File: config.mk
export PLATFORM = sky130hd
export DESIGN_NAME = pssc_sram_front
export DESIGN_NICKNAME = d
export VERILOG_FILES = /design/src/core/pssc_pkg.sv /design/src/core/pssc_sram_front.sv
export SDC_FILE = /design/constraint.sdc
export NUM_CORES = 1
export LEC_CHECK = 0
export BUFFER_PORTS_ARGS = -buffer_cell sky130_fd_sc_hd__buf_4
export CORE_UTILIZATION = 40
export DETAILED_ROUTE_END_ITERATION = 8
export PLACE_DENSITY = 0.68
export SLEW_MARGIN = 5
export SYNTH_ARGS = -nofsm -noshare
export SYNTH_HDL_FRONTEND = slang
export SYNTH_SLANG_ARGS = --single-unit
export TNS_END_PERCENT = 20
File: constraint.sdc
create_clock -name ref_clk -period 1.6 [get_ports ref_clk]
set_input_delay 0.24 -clock ref_clk [delete_from_list [all_inputs] [get_ports ref_clk]]
set_output_delay 0.24 -clock ref_clk [all_outputs]
set_load 0.01 [all_outputs]
File: src/core/pssc_pkg.sv
// shared constants for the pipelined sync sram control front end
package pssc_pkg;
	// ------------------------------------------------------------
	// geometry
	// ------------------------------------------------------------
	localparam int ADDR_W = 18;
	localparam int LANES = 4;
	localparam int LANE_W = 9;
	localparam int DATA_W = LANES * LANE_W;
	localparam int BURST_W = 2;
	// ------------------------------------------------------------
	// reset values and the burst step
	// ------------------------------------------------------------
	localparam logic [ADDR_W-1:0] RST_ADDR = 18'h0_0000;
	localparam logic [BURST_W-1:0] RST_BURST = 2'h0;
	localparam logic [LANES-1:0] RST_LANES = 4'h0;
	localparam logic [LANES-1:0] ALL_LANES = 4'hf;
	localparam logic [DATA_W-1:0] RST_DATA = 36'h0_0000_0000;
	localparam logic [BURST_W-1:0] BURST_STEP = 2'h1;
endpackage

File: src/core/pssc_sram_front.sv
// synchronous control front end of a pipelined burst sram
`timescale 1ns/1ps
module pssc_sram_front #(
	parameter bit HAS_THIRD_SELECT = 1'b1
) (
	input wire logic ref_clk,
	input wire logic sys_rst,
	input wire logic [pssc_pkg::ADDR_W-1:0] addrIn,
	input wire logic processorAddrStrobe_n,
	input wire logic controllerAddrStrobe_n,
	input wire logic burstAdvance_n,
	input wire logic globalWrite_n,
	input wire logic laneWriteEnable_n,
	input wire logic [pssc_pkg::LANES-1:0] byteLaneSelect_n,
	input wire logic primarySelect_n,
	input wire logic secondSelect,
	input wire logic thirdSelect_n,
	input wire logic outputEnable_n,
	input wire logic sleepRequest,
	input wire logic [pssc_pkg::DATA_W-1:0] dataIn,
	output logic [pssc_pkg::DATA_W-1:0] dataOut,
	output logic dataOe_n,
	input wire logic [pssc_pkg::DATA_W-1:0] arrayRdData,
	output logic [pssc_pkg::ADDR_W-1:0] arrayAddr,
	output logic [pssc_pkg::LANES-1:0] arrayLaneWr,
	output logic [pssc_pkg::DATA_W-1:0] arrayWrData,
	output logic sleeping
);
	import pssc_pkg::*;

	if (ADDR_W <= BURST_W || LANES < 1 || DATA_W != LANES * LANE_W) begin : gChk
		$error("pssc_sram_front: geometry not supported");
	end

	// ------------------------------------------------------------
	// input sampling
	// ------------------------------------------------------------
	logic [ADDR_W-1:0] addrSmp_ff;
	logic procStbSmp_n_ff;
	logic ctrlStbSmp_n_ff;
	logic stepSmp_n_ff;
	logic allWrSmp_n_ff;
	logic laneEnSmp_n_ff;
	logic [LANES-1:0] bwSmp_n_ff;
	logic sel1Smp_n_ff;
	logic sel2Smp_ff;
	logic sel3Smp_n_ff;
	logic [DATA_W-1:0] dataSmp_ff;

	always_ff @(posedge ref_clk) begin
		if (sys_rst) begin
			addrSmp_ff <= RST_ADDR;
			procStbSmp_n_ff <= 1'b1;
			ctrlStbSmp_n_ff <= 1'b1;
			stepSmp_n_ff <= 1'b1;
			allWrSmp_n_ff <= 1'b1;
			laneEnSmp_n_ff <= 1'b1;
			bwSmp_n_ff <= ALL_LANES;
			sel1Smp_n_ff <= 1'b1;
			sel2Smp_ff <= 1'b0;
			sel3Smp_n_ff <= 1'b1;
			dataSmp_ff <= RST_DATA;
		end else begin
			addrSmp_ff <= addrIn;
			procStbSmp_n_ff <= processorAddrStrobe_n;
			ctrlStbSmp_n_ff <= controllerAddrStrobe_n;
			stepSmp_n_ff <= burstAdvance_n;
			allWrSmp_n_ff <= globalWrite_n;
			laneEnSmp_n_ff <= laneWriteEnable_n;
			bwSmp_n_ff <= byteLaneSelect_n;
			sel1Smp_n_ff <= primarySelect_n;
			sel2Smp_ff <= secondSelect;
			sel3Smp_n_ff <= thirdSelect_n;
			dataSmp_ff <= dataIn;
		end
	end

	// ------------------------------------------------------------
	// asynchronous pins: two-stage synchronisers
	// ------------------------------------------------------------
	// output enable and sleep come from outside any clock, so they pay
	// two cycles of latency rather than risk a metastable direction flip
	logic oeMeta_n_ff;
	logic oeSync_n_ff;
	logic sleepMeta_ff;
	logic sleepSync_ff;

	always_ff @(posedge ref_clk) begin
		if (sys_rst) begin
			oeMeta_n_ff <= 1'b1;
			oeSync_n_ff <= 1'b1;
			sleepMeta_ff <= 1'b0;
			sleepSync_ff <= 1'b0;
		end else begin
			oeMeta_n_ff <= outputEnable_n;
			oeSync_n_ff <= oeMeta_n_ff;
			sleepMeta_ff <= sleepRequest;
			sleepSync_ff <= sleepMeta_ff;
		end
	end

	// ------------------------------------------------------------
	// selection and strobe decode
	// ------------------------------------------------------------
	logic [ADDR_W-BURST_W-1:0] addrHi_ff;
	logic [BURST_W-1:0] burstCnt_ff;
	logic burstActive_ff;
	logic deselected_ff;

	wire thirdOk = ~sel3Smp_n_ff | ~HAS_THIRD_SELECT;
	wire selActive = ~sel1Smp_n_ff & sel2Smp_ff & thirdOk;
	wire procStrobe = ~procStbSmp_n_ff & ~sel1Smp_n_ff;
	wire ctrlStrobe = ~ctrlStbSmp_n_ff & ~procStrobe;
	wire anyStrobe = (procStrobe | ctrlStrobe) & ~sleepSync_ff;
	wire startCycle = anyStrobe & selActive;
	wire deselCycle = anyStrobe & ~selActive;
	wire advStep = ~anyStrobe & ~stepSmp_n_ff & burstActive_ff & ~sleepSync_ff;
	wire accessCycle = startCycle | (burstActive_ff & ~anyStrobe & ~sleepSync_ff);

	// ------------------------------------------------------------
	// write qualification
	// ------------------------------------------------------------
	wire laneQual = ~laneEnSmp_n_ff;
	wire [LANES-1:0] laneSel = laneQual ? ~bwSmp_n_ff : RST_LANES;
	wire [LANES-1:0] wrLanes = ~allWrSmp_n_ff ? ALL_LANES : laneSel;
	wire [LANES-1:0] cycLanes = accessCycle ? wrLanes : RST_LANES;
	wire wrCycle = |cycLanes;
	wire rdCycle = accessCycle & ~wrCycle;
	wire firstRead = rdCycle & deselected_ff;

	// ------------------------------------------------------------
	// address and burst counter
	// ------------------------------------------------------------
	// the counter only ever carries its own two bits, so a burst
	// wraps inside the aligned group of four and never touches the high part
	wire [BURST_W-1:0] nxt_burstCnt = startCycle ? addrSmp_ff[BURST_W-1:0] :
		(advStep ? burstCnt_ff + BURST_STEP : burstCnt_ff);
	wire [ADDR_W-BURST_W-1:0] nxt_addrHi = startCycle ? addrSmp_ff[ADDR_W-1:BURST_W] : addrHi_ff;
	wire nxt_burstActive = startCycle | (burstActive_ff & ~deselCycle);
	wire nxt_deselected = deselCycle | (deselected_ff & ~startCycle);

	always_ff @(posedge ref_clk) begin
		if (sys_rst) begin
			addrHi_ff <= RST_ADDR[ADDR_W-1:BURST_W];
			burstCnt_ff <= RST_BURST;
			burstActive_ff <= 1'b0;
			deselected_ff <= 1'b1;
		end else begin
			addrHi_ff <= nxt_addrHi;
			burstCnt_ff <= nxt_burstCnt;
			burstActive_ff <= nxt_burstActive;
			deselected_ff <= nxt_deselected;
		end
	end

	// ------------------------------------------------------------
	// array side and data pins
	// ------------------------------------------------------------
	logic [ADDR_W-1:0] arrayAddr_ff;
	logic [LANES-1:0] arrayLaneWr_ff;
	logic [DATA_W-1:0] arrayWrData_ff;
	logic [DATA_W-1:0] dataOut_ff;
	logic dataOe_n_ff;
	logic readPend_ff;
	logic maskFirst_ff;
	logic sleeping_ff;

	// the array answers combinationally for arrayAddr, so one register
	// here gives the single pipeline stage seen at the pins
	wire driveNow = ~oeSync_n_ff & ~maskFirst_ff & ~sleepSync_ff;

	always_ff @(posedge ref_clk) begin
		if (sys_rst) begin
			arrayAddr_ff <= RST_ADDR;
			arrayLaneWr_ff <= RST_LANES;
			arrayWrData_ff <= RST_DATA;
			dataOut_ff <= RST_DATA;
			dataOe_n_ff <= 1'b1;
			readPend_ff <= 1'b0;
			maskFirst_ff <= 1'b0;
			sleeping_ff <= 1'b0;
		end else begin
			arrayAddr_ff <= {nxt_addrHi, nxt_burstCnt};
			arrayLaneWr_ff <= cycLanes;
			arrayWrData_ff <= dataSmp_ff;
			readPend_ff <= rdCycle;
			maskFirst_ff <= firstRead;
			dataOut_ff <= readPend_ff ? arrayRdData : dataOut_ff;
			dataOe_n_ff <= ~driveNow;
			sleeping_ff <= sleepSync_ff;
		end
	end

	assign arrayAddr = arrayAddr_ff;
	assign arrayLaneWr = arrayLaneWr_ff;
	assign arrayWrData = arrayWrData_ff;
	assign dataOut = dataOut_ff;
	assign dataOe_n = dataOe_n_ff;
	assign sleeping = sleeping_ff;
endmodule

==> run_results.csv, run 1 <==
group,metric,value,unit
worst_hold_path,min_to,"bwSmp_n_ff[2]",
synthesis,synth-seq-cells,170,
routing,vias,3788,
worst_hold_path,whs_path_depth,2,
setup_path,cp_max_fo,7,
global_routing,grt_max_degree,102,
clocking,cts_resized,0,
placed_design,dpl.hpwl,7927,µm
clocking,clock-root-buffer,"clkbuf_16",
clocking,post_cts_buffers,0,
global_routing,grt_pass1_vias,3506,
synthesis,synth.area.mux_share,6.918,%
cells_and_area,n_antenna_cell,0,
routing,post_drt_wl_per_cell,12.94,µm
setup_path,slowest_delay,500,ps
cells_and_area,layout-drive-gt1-share,38.29,%
power,ir_drop,0.7069,mV
cells_and_area,postLayoutCoreUtil,59.81,%
setup_path,crit_path_end_kind,"flip-flop",
cells_and_area,nFillCells,1075,
setup_path,start_kind,"flip-flop",
clocking,h-tree-depth,4,
sta,tns,0,ps
cells_and_area,layout_common_cells,"buf_4, dfxtp_1, nor2b_1",
worst_hold_path,worstHoldStart,"byteLaneSelect_n[2]",
clocking,cts_sinks,170,
sta,clock_skew,6.048,ps
setup_path,worst_path_max_delay_cell,"or4_1",
setup_path,reg2reg_to,"arrayAddr[1]",
synthesis,synth_compound_area_share,5.549,%
synthesis,yosys.area_share.simple,19.60,%
sta,drv_slew,0,
global_routing,grt_antenna_before_repair,0,
power,p_leak,3.233,nW
global_routing,grt_pass1_wl,16330,µm
floorplanning,die_w,116.1,µm
setup_path,worst_r2r_startpoint,"sleepSync_ff",
sta,setup_slack,147.5,ps
clocking,insertion_delay,410,ps
cells_and_area,fin_nets,774,
clocking,clockBufferDepth,2,
floorplanning,start_util,41.11,%
sta,maxSlewHeadroom,71.89,%
cells_and_area,fin_area,7579,µm²
clocking,path_clk_slew,60,ps
setup_path,worst-path-buf-inv,0,
run_status,outcome,"finished clean",
clocking,cts_buffers,17,
floorplanning,pin_count,202,
sta,worst_pin_slew,421.6,ps
placed_design,place_congestion,0.7438,
synthesis,synth_top_family_by_area,"simple AND/OR/NAND/NOR gates",
power,p_switching,1.802,mW
power,switching_share,19.65,%
routing,drc_errors,0,
sta,fmax,0.6885,GHz
synthesis,synth.distinct_cells,29,
setup_path,r2r_cells,3,
sta,period_share,90.78,%
run,cap_violations,0,
sta,hold_viol_final,0,
power,pwr-share-seq,48.1,%
placed_design,portBuffers,201,
power,p_int,7.366,mW
synthesis,synthXorXnorAreaFrac,0,%
synthesis,postSynthCellCount,461,
synthesis,syn-num-nets,567,
setup_path,required,1920,ps
setup_path,arrival,1770,ps
floorplanning,die_h,116.1,µm
setup_path,path_cells,"nand2b_1 -> or4_1 -> a311oi_1",
worst_hold_path,hold_class,"primary input to flip-flop",
synthesis,ys_seq_area_share,65.34,%
power,comb_power_share,5.6,%
routing,first_pass_iters,4,
floorplanning,core_area,12670,µm²
floorplanning,rows,41,
routing,via_per_inst,4.451,
power,power.share.clock,46.3,%
cells_and_area,mostFrequentLayoutCell,"buf_4",
sta,fin_crit,1453,ps
synthesis,yosysWarnings,0,
setup_path,path_class,"flip-flop to flip-flop",
setup_path,cp_top_family,"simple AND/OR/NAND/NOR gates",
floorplanning,dieArea,13480,µm²
clocking,cts_tree,"yes",
setup_path,ff2ff_setup_slack,150,ps
synthesis,synthAdderAreaFrac,0,%
routing,drt_iter0_drc,126,
global_routing,grt_use_total,16.19,%
sta,finalSetupViolations,0,
synthesis,syn_area,5209,µm²
routing,antenna_left,0,
cells_and_area,area_growth,45.50,%
routing,drt-total-wl,11010,µm
placed_design,dpl-instance-area,6907,µm²
power,pwr_density_cell,1210,nW/µm²
global_routing,overflow,0,
clocking,ctsHoldBuffers,5,
placed_design,pre_cts_ws,159.5,ps
sta,rsz0062_at_grt,"no",
synthesis,avgSynthCellArea,11.30,µm²
power groups by stage:
stage	Sequential (mW)	Combinational, mW	Clock [mW]
final	4.41	0.513	4.24
after global routing	4.42	0.560	4.53
after CTS	4.41	0.522	4.34
after detailed placement	4.51	0.511	0
after global placement	4.50	0.501	0
after floorplan	4.52	0.187	0
registers in the layout (all words and copies together), names as in the netlist, 4 cells and up, named ones only:
signal	flops
addrSmp_ff	18
addrHi_ff	16
arrayLaneWr	4
dataSmp_ff	36
bwSmp_n_ff	4
arrayWrData	36
dataOut	36
kinds of logic (layout without fill, tap and decap cells):
family,after synthesis,count (layout)
buf+inv,29,247
flops,170,170
mux,36,36
compound gates,48,48
simple gates,178,178
layer usage:
metal	wire length, µm	global-route usage (%)
met3	1238	7.525
met2	5013	25.63
met5	0	0
met1	4587	18.30
met4	174	8.376
final cells by class:
type / instances / area (µm²) / share of cell area [%]
Clock inverter: 11 / 168.9 / 2.229
Timing Repair Buffer: 217 / 1667 / 21.99
Tap cell: 172 / 215.2 / 2.840
Sequential cell: 170 / 3405 / 44.92
Multi-Input combinational cell: 262 / 1670 / 22.04
Clock buffer: 19 / 452.9 / 5.977
Yosys cell counts:
cell type  number  share of area (%)
dfxtp_1       170                 65
nor2b_1        94                 11
mux2i_1        36                6.9
nor2_1         36                2.6
clkbuf_1       21                1.5
a21oi_1        17                1.6
nand3_1        16                1.5
o21ai_1        14                1.3
or2_2          13                1.6
nor3_1          7               0.67
buf_2           6               0.58
o21a_1          5               0.72
nand2_1         3               0.22
o21ai_0         3               0.29
or4_1           3               0.43
a311oi_1        2               0.34
nand2b_1        2               0.24
o31ai_1         2               0.29
a21o_1          1               0.14
a2bb2oi_2       1               0.29
a41o_1          1               0.19
and2_1          1               0.12
buf_6           1               0.22
buf_8           1               0.29
nor4b_2         1               0.29
nor4b_4         1               0.46
o21ai_2         1               0.17
o21bai_1        1               0.14
or4b_1          1               0.19
worst max path at each step:
stage                          to         start  depth (start not counted)  slack (ps)
floorplan           addrHi_ff[10]  sel1Smp_n_ff                          5         150
global placement     addrHi_ff[4]  sleepSync_ff                          4         180
detailed placement   addrHi_ff[4]  sleepSync_ff                          4         160
CTS                  addrHi_ff[3]  sleepSync_ff                          4         150
global route         arrayAddr[1]  sleepSync_ff                          3          70
finish               arrayAddr[1]  sleepSync_ff                          3         150
metrics by stage:
stage / hold WS, ps / power (mW) / std cells
floorplan: 343.8 / 4.703 / 461
global placement: 398.7 / 5.003 / 816
detailed placement: 399.4 / 5.017 / 816
CTS: 1.096 / 9.279 / 851
global route: 5.616 / 9.510 / 851
finish: 17.82 / 9.168 / 851
Note: power is estimated with default switching activity, not from simulation.
==> run 2, diff against run 1 <==
--- a/config.mk
+++ b/config.mk
@@ -6,6 +6,7 @@
 export NUM_CORES = 1
 export LEC_CHECK = 0
 export BUFFER_PORTS_ARGS = -buffer_cell sky130_fd_sc_hd__buf_4
+export CORE_ASPECT_RATIO = 1.4
 export CORE_UTILIZATION = 40
 export DETAILED_ROUTE_END_ITERATION = 8
 export PLACE_DENSITY = 0.68
==> run 2 against run 1 <==
- the run now ends with DRC left
- cell count fell by 2.2%
- design area decreased by 0.38%
- clock power fell by 4%
- sequential cell count unchanged
- critical endpoint is now burstCnt_ff[0]
==> run_results.csv, run 2 (synthesis results as in run 1) <==
group,metric,value,unit
setup_path,arrival,1780,ps
global_routing,grt_pass1_vias,3646,
clocking,post_cts_buffers,0,
setup_path,cp_max_fo,18,
power,p_switching,1.796,mW
routing,drt-total-wl,11050,µm
global_routing,grt_pass1_wl,17340,µm
global_routing,grt_max_degree,56,
setup_path,ff2ff_setup_slack,100,ps
routing,post_drt_wl_per_cell,13.28,µm
cells_and_area,area_growth,44.94,%
setup_path,r2r_cells,4,
setup_path,path_cells,"or4b_1 -> buf_4 -> nor3_1 -> a311oi_1",
setup_path,crit_cells,4,
power,pwr_density_cell,1194,nW/µm²
sta,fmax,0.6672,GHz
clocking,cts_sinks,170,
setup_path,start_kind,"flip-flop",
clocking,path_clk_slew,60,ps
clocking,insertion_delay,400,ps
sta,clock_skew,6.246,ps
clocking,h-tree-depth,4,
floorplanning,pin_count,202,
sta,worst_pin_slew,400.4,ps
setup_path,worst_path_max_delay_cell,"or4b_1",
floorplanning,die_w,98.45,µm
clocking,cts_tree,"yes",
sta,fin_hold_ws,23.08,ps
power,p_leak,3.216,nW
routing,antenna_left,0,
placed_design,place_congestion,0.7683,
power,switching_share,19.92,%
setup_path,reg2reg_to,"burstCnt_ff[0]",
setup_path,slowest_delay,520,ps
cells_and_area,n_antenna_cell,0,
placed_design,portBuffers,201,
cells_and_area,mostFrequentLayoutCell,"buf_4",
worst_hold_path,whs_path_depth,2,
floorplanning,core_area,12750,µm²
sta,hold_viol_final,0,
worst_hold_path,min_to,"procStbSmp_n_ff",
sta,maxSlewHeadroom,73.30,%
setup_path,path_class,"flip-flop to flip-flop",
worst_hold_path,hold_class,"primary input to flip-flop",
setup_path,cp_top_family,"simple AND/OR/NAND/NOR gates",
cells_and_area,postLayoutCoreUtil,59.20,%
routing,drc_errors,16,
global_routing,overflow,0,
setup_path,required,1880,ps
sta,rsz0062_at_grt,"no",
floorplanning,rows,49,
run_status,violations,"DRC",
setup_path,worst_r2r_startpoint,"sel1Smp_n_ff",
global_routing,grt_use_total,16.71,%
power,total_power,9.014,mW
floorplanning,die_h,137.0,µm
worst_hold_path,worstHoldStart,"processorAddrStrobe_n",
cells_and_area,layout-drive-gt1-share,38.14,%
power,power.share.clock,45.3,%
routing,vias,3765,
routing,via_per_inst,4.525,
placed_design,dpl.hpwl,8103,µm
setup_path,crit_path_end_kind,"flip-flop",
floorplanning,dieArea,13490,µm²
cells_and_area,fin_nets,774,
cells_and_area,final_cells,832,
routing,first_pass_iters,6,
sta,fin_crit,1499,ps
sta,period_share,93.67,%
floorplanning,start_util,40.85,%
power,comb_power_share,5.7,%
run_status,outcome,"finished, violations left",
clocking,clock-root-buffer,"clkbuf_16",
power,pwr-share-seq,49.0,%
sta,drv_slew,0,
run,cap_violations,0,
placed_design,dp_cells,797,
clocking,cts_buffers,17,
sta,finalSetupViolations,0,
routing,drt_iter0_drc,117,
clocking,clockBufferDepth,2,
setup_path,worst-path-buf-inv,1,
global_routing,grt_antenna_before_repair,0,
power,p_int,7.218,mW
sta,tns,0,ps
cells_and_area,layout_common_cells,"buf_4, dfxtp_1, nor2b_1",
power,ir_drop,0.7250,mV
==> run 2: timing repair <==
action                                  4_1_cts  5_1_grt
hold endpoints to repair                      4        1
hold buffers                                  4        1
resized for setup                             0        1
endpoints found under the setup margin        0        1
==> run 2: power groups by stage <==
| stage | registers (mW) | clock network (mW) | logic (mW) |
|---|---|---|---|
| 5_1_grt | 4.42 | 4.39 | 0.567 |
| 3_5_place_dp | 4.51 | 0 | 0.514 |
| 6_report | 4.41 | 4.08 | 0.517 |
| 4_1_cts | 4.41 | 4.21 | 0.523 |
| 2_1_floorplan | 4.52 | 0 | 0.187 |
| 3_3_place_gp | 4.50 | 0 | 0.506 |
==> run 2: area by class of cell <==
class                      instances  area, µm²
clock buffer                      20      456.7
clock inverter                    10      143.9
fill                            1107       5202
multi-input combinational        262       1670
sequential                       170       3405
tap                              153      191.4
timing repair buffer             217       1683
==> run 2: per-stage QoR <==
step	area (µm²)	setup WS, ps
2_1_floorplan	5209	147.6
3_3_place_gp	6895	184.8
3_5_place_dp	6895	141.0
4_1_cts	7536	130.6
5_1_grt	7550	4.490
6_report	7550	101.2
==> run 2: worst reg2reg max path, stage by stage (launching register included) <==
cell and delay (ps):
dfxtp_1 340, or4b_1 520, buf_4 210, nor3_1 230, a311oi_1 80
==> run 2: how the worst max path moves through the flow <==
stage                             from              to  slack, ps
after floorplan           sel1Smp_n_ff   addrHi_ff[10]        150
after global placement    sel1Smp_n_ff    addrHi_ff[0]        180
after detailed placement  sel1Smp_n_ff  burstCnt_ff[0]        140
after CTS                 sel1Smp_n_ff    addrHi_ff[9]        130
after global routing      sel1Smp_n_ff  burstCnt_ff[0]          4
final                     sel1Smp_n_ff  burstCnt_ff[0]        100
==> run 2: metal layers <==
metal  global-route usage [%]  part of all wire (%)
met1                    18.06                    39
met2                    28.44                    50
met4                    7.380                   1.4
met3                    7.252                    10
met5                        0                     0
==> run 3, diff against run 2 <==
==> constraint.sdc (replaced) <==
create_clock -name ref_clk -period 1.86 [get_ports ref_clk]
set_input_delay 0.279 -clock ref_clk [delete_from_list [all_inputs] [get_ports ref_clk]]
set_output_delay 0.279 -clock ref_clk [all_outputs]
set_load 0.01 [all_outputs]
==> run 3 against run 2 <==
- the run still ends with DRC left
- global-route usage decreased by 0.63 points
- total power decreased by 16%
- clock power decreased by 19%
- sequential power decreased by 14%
- worst setup slack improved by 66 ps
- first-iteration DRC count increased by 14%
- critical path type unchanged
==> run_results.csv, run 3 (synthesis results as in run 1) <==
group,metric,value,unit
placed_design,dp_cells,792,
cells_and_area,fin_nets,764,
floorplanning,start_util,40.85,%
floorplanning,core_area,12750,µm²
floorplanning,pin_count,202,
routing,antenna_left,0,
routing,via_per_inst,4.576,
power,switching_share,21.19,%
power,p_leak,3.161,nW
setup_path,path_class,"flip-flop to flip-flop",
cells_and_area,final-seq-area,3405,µm²
clocking,path_clk_slew,60,ps
global_routing,grt_pass1_vias,3692,
cells_and_area,multi_input_area,1670,µm²
routing,drt-total-wl,10850,µm
sta,clock_skew,7.417,ps
clocking,cts_buffers,17,
setup_path,worst_r2r_startpoint,"sel1Smp_n_ff",
sta,setup_slack,167.2,ps
global_routing,grt_use_total,16.09,%
clocking,h-tree-depth,4,
placed_design,dpl.hpwl,7911,µm
power,pwr_density_cell,1016,nW/µm²
run_status,outcome,"finished, violations left",
power,comb_power_share,5.7,%
routing,first_pass_iters,6,
sta,fin_hold_ws,51.70,ps
global_routing,grt_antenna_before_repair,0,
setup_path,worst_path_max_delay_cell,"or4b_1",
floorplanning,die_w,98.45,µm
setup_path,arrival,1980,ps
cells_and_area,nFillCells,1108,
clocking,cts_tree,"yes",
cells_and_area,mostFrequentLayoutCell,"buf_4",
clocking,cts_resized,0,
setup_path,slowest_delay,830,ps
sta,fmax,0.5907,GHz
clocking,clockBufferDepth,2,
cells_and_area,area_growth,42.64,%
setup_path,cp_max_fo,18,
cells_and_area,layout_common_cells,"buf_4, dfxtp_1, nor2b_1",
floorplanning,die_h,137.0,µm
run,cap_violations,0,
setup_path,start_kind,"flip-flop",
placed_design,place_congestion,0.7785,
power,p_switching,1.599,mW
setup_path,required,2150,ps
sta,fin_crit,1693,ps
sta,maxSlewHeadroom,57.83,%
floorplanning,rows,49,
worst_hold_path,whs_path_depth,2,
setup_path,crit_path_end_kind,"flip-flop",
setup_path,ff2ff_setup_slack,170,ps
sta,finalSetupViolations,0,
sta,tns,0,ps
clocking,cts_sinks,170,
sta,hold_viol_final,0,
routing,post_drt_wl_per_cell,13.16,µm
power,power.share.clock,44.0,%
placed_design,pre_cts_ws,173.7,ps
sta,period_share,91.01,%
setup_path,reg2reg_to,"addrHi_ff[0]",
placed_design,portBuffers,201,
power,pwr-share-seq,50.3,%
power,ir_drop,0.6190,mV
floorplanning,dieArea,13490,µm²
run_status,violations,"DRC",
sta,rsz0062_at_grt,"no",
cells_and_area,layout-drive-gt1-share,38.15,%
cells_and_area,final_cells,824,
routing,vias,3771,
clocking,clock-root-buffer,"clkbuf_16",
global_routing,grt_max_degree,65,
routing,drc_errors,16,
cells_and_area,postLayoutCoreUtil,58.26,%
routing,drt_iter0_drc,133,
clocking,ctsHoldBuffers,0,
sta,worst_pin_slew,632.5,ps
cells_and_area,n_antenna_cell,0,
setup_path,r2r_cells,3,
setup_path,path_cells,"or4b_1 -> o21ai_0 -> a21oi_1",
global_routing,grt_pass1_wl,16880,µm
global_routing,overflow,0,
clocking,insertion_delay,410,ps
worst_hold_path,min_to,"bwSmp_n_ff[3]",
sta,drv_slew,0,
worst_hold_path,hold_class,"primary input to flip-flop",
clocking,post_cts_buffers,0,
worst_hold_path,worstHoldStart,"byteLaneSelect_n[3]",
power,p_int,5.947,mW
-- run 3: cell count changes in the layout (fill, tap and decap cells not counted), sizes merged --
cell	previous run	this run
bufinv	3	1
buf	212	207
clkinv	3	5
inv	1	3
dlygate4sd3	5	0
-- run 3: cell type report --
| type | count | share of cell area (%) |
|---|---|---|
| timing repair buffer | 207 | 21.42 |
| tap | 153 | 2.577 |
| multi-input combinational | 262 | 22.48 |
| clock inverter | 12 | 1.549 |
| clock buffer | 20 | 6.147 |
| sequential | 170 | 45.82 |
-- run 3: metrics by stage --
step,power (mW),instance area (µm²)
2_1_floorplan,4.046,5209
3_3_place_gp,4.299,6858
3_5_place_dp,4.314,6858
4_1_cts,7.650,7430
5_1_grt,7.832,7430
6_report,7.546,7430
-- run 3: critical path: cells and delay by family (launching register included) --
kind | cells | cell delay, ps
AO/OA/AOI/OAI | 2 | 370
flip-flops | 1 | 360
AND/OR/NAND/NOR | 1 | 830
-- run 3: how the worst max path moves through the flow --
| stage | start | end | slack, ps |
|---|---|---|---|
| 2_1_floorplan | sel1Smp_n_ff | addrHi_ff[10] | 410 |
| 3_3_place_gp | sel1Smp_n_ff | addrHi_ff[4] | 230 |
| 3_5_place_dp | sel1Smp_n_ff | addrHi_ff[0] | 170 |
| 4_1_cts | sel1Smp_n_ff | addrHi_ff[0] | 160 |
| 5_1_grt | sel1Smp_n_ff | arrayAddr[1] | 80 |
| 6_report | sel1Smp_n_ff | addrHi_ff[0] | 170 |
-- run 3: layer usage --
metal,global-route usage [%],part of all wire (%),wire length (µm)
met2,26.92,49,5366
met1,17.29,39,4197
met4,7.794,1.9,204
met3,7.303,9.9,1079
met5,0,0,0
-- run 3: power groups by stage --
| stage | clock, mW | sequential, mW | combinational, mW |
|---|---|---|---|
| floorplan | 0 | 3.88 | 0.161 |
| global placement | 0 | 3.87 | 0.427 |
| detailed placement | 0 | 3.88 | 0.438 |
| CTS | 3.42 | 3.80 | 0.439 |
| global route | 3.56 | 3.80 | 0.469 |
| finish | 3.32 | 3.80 | 0.431 |
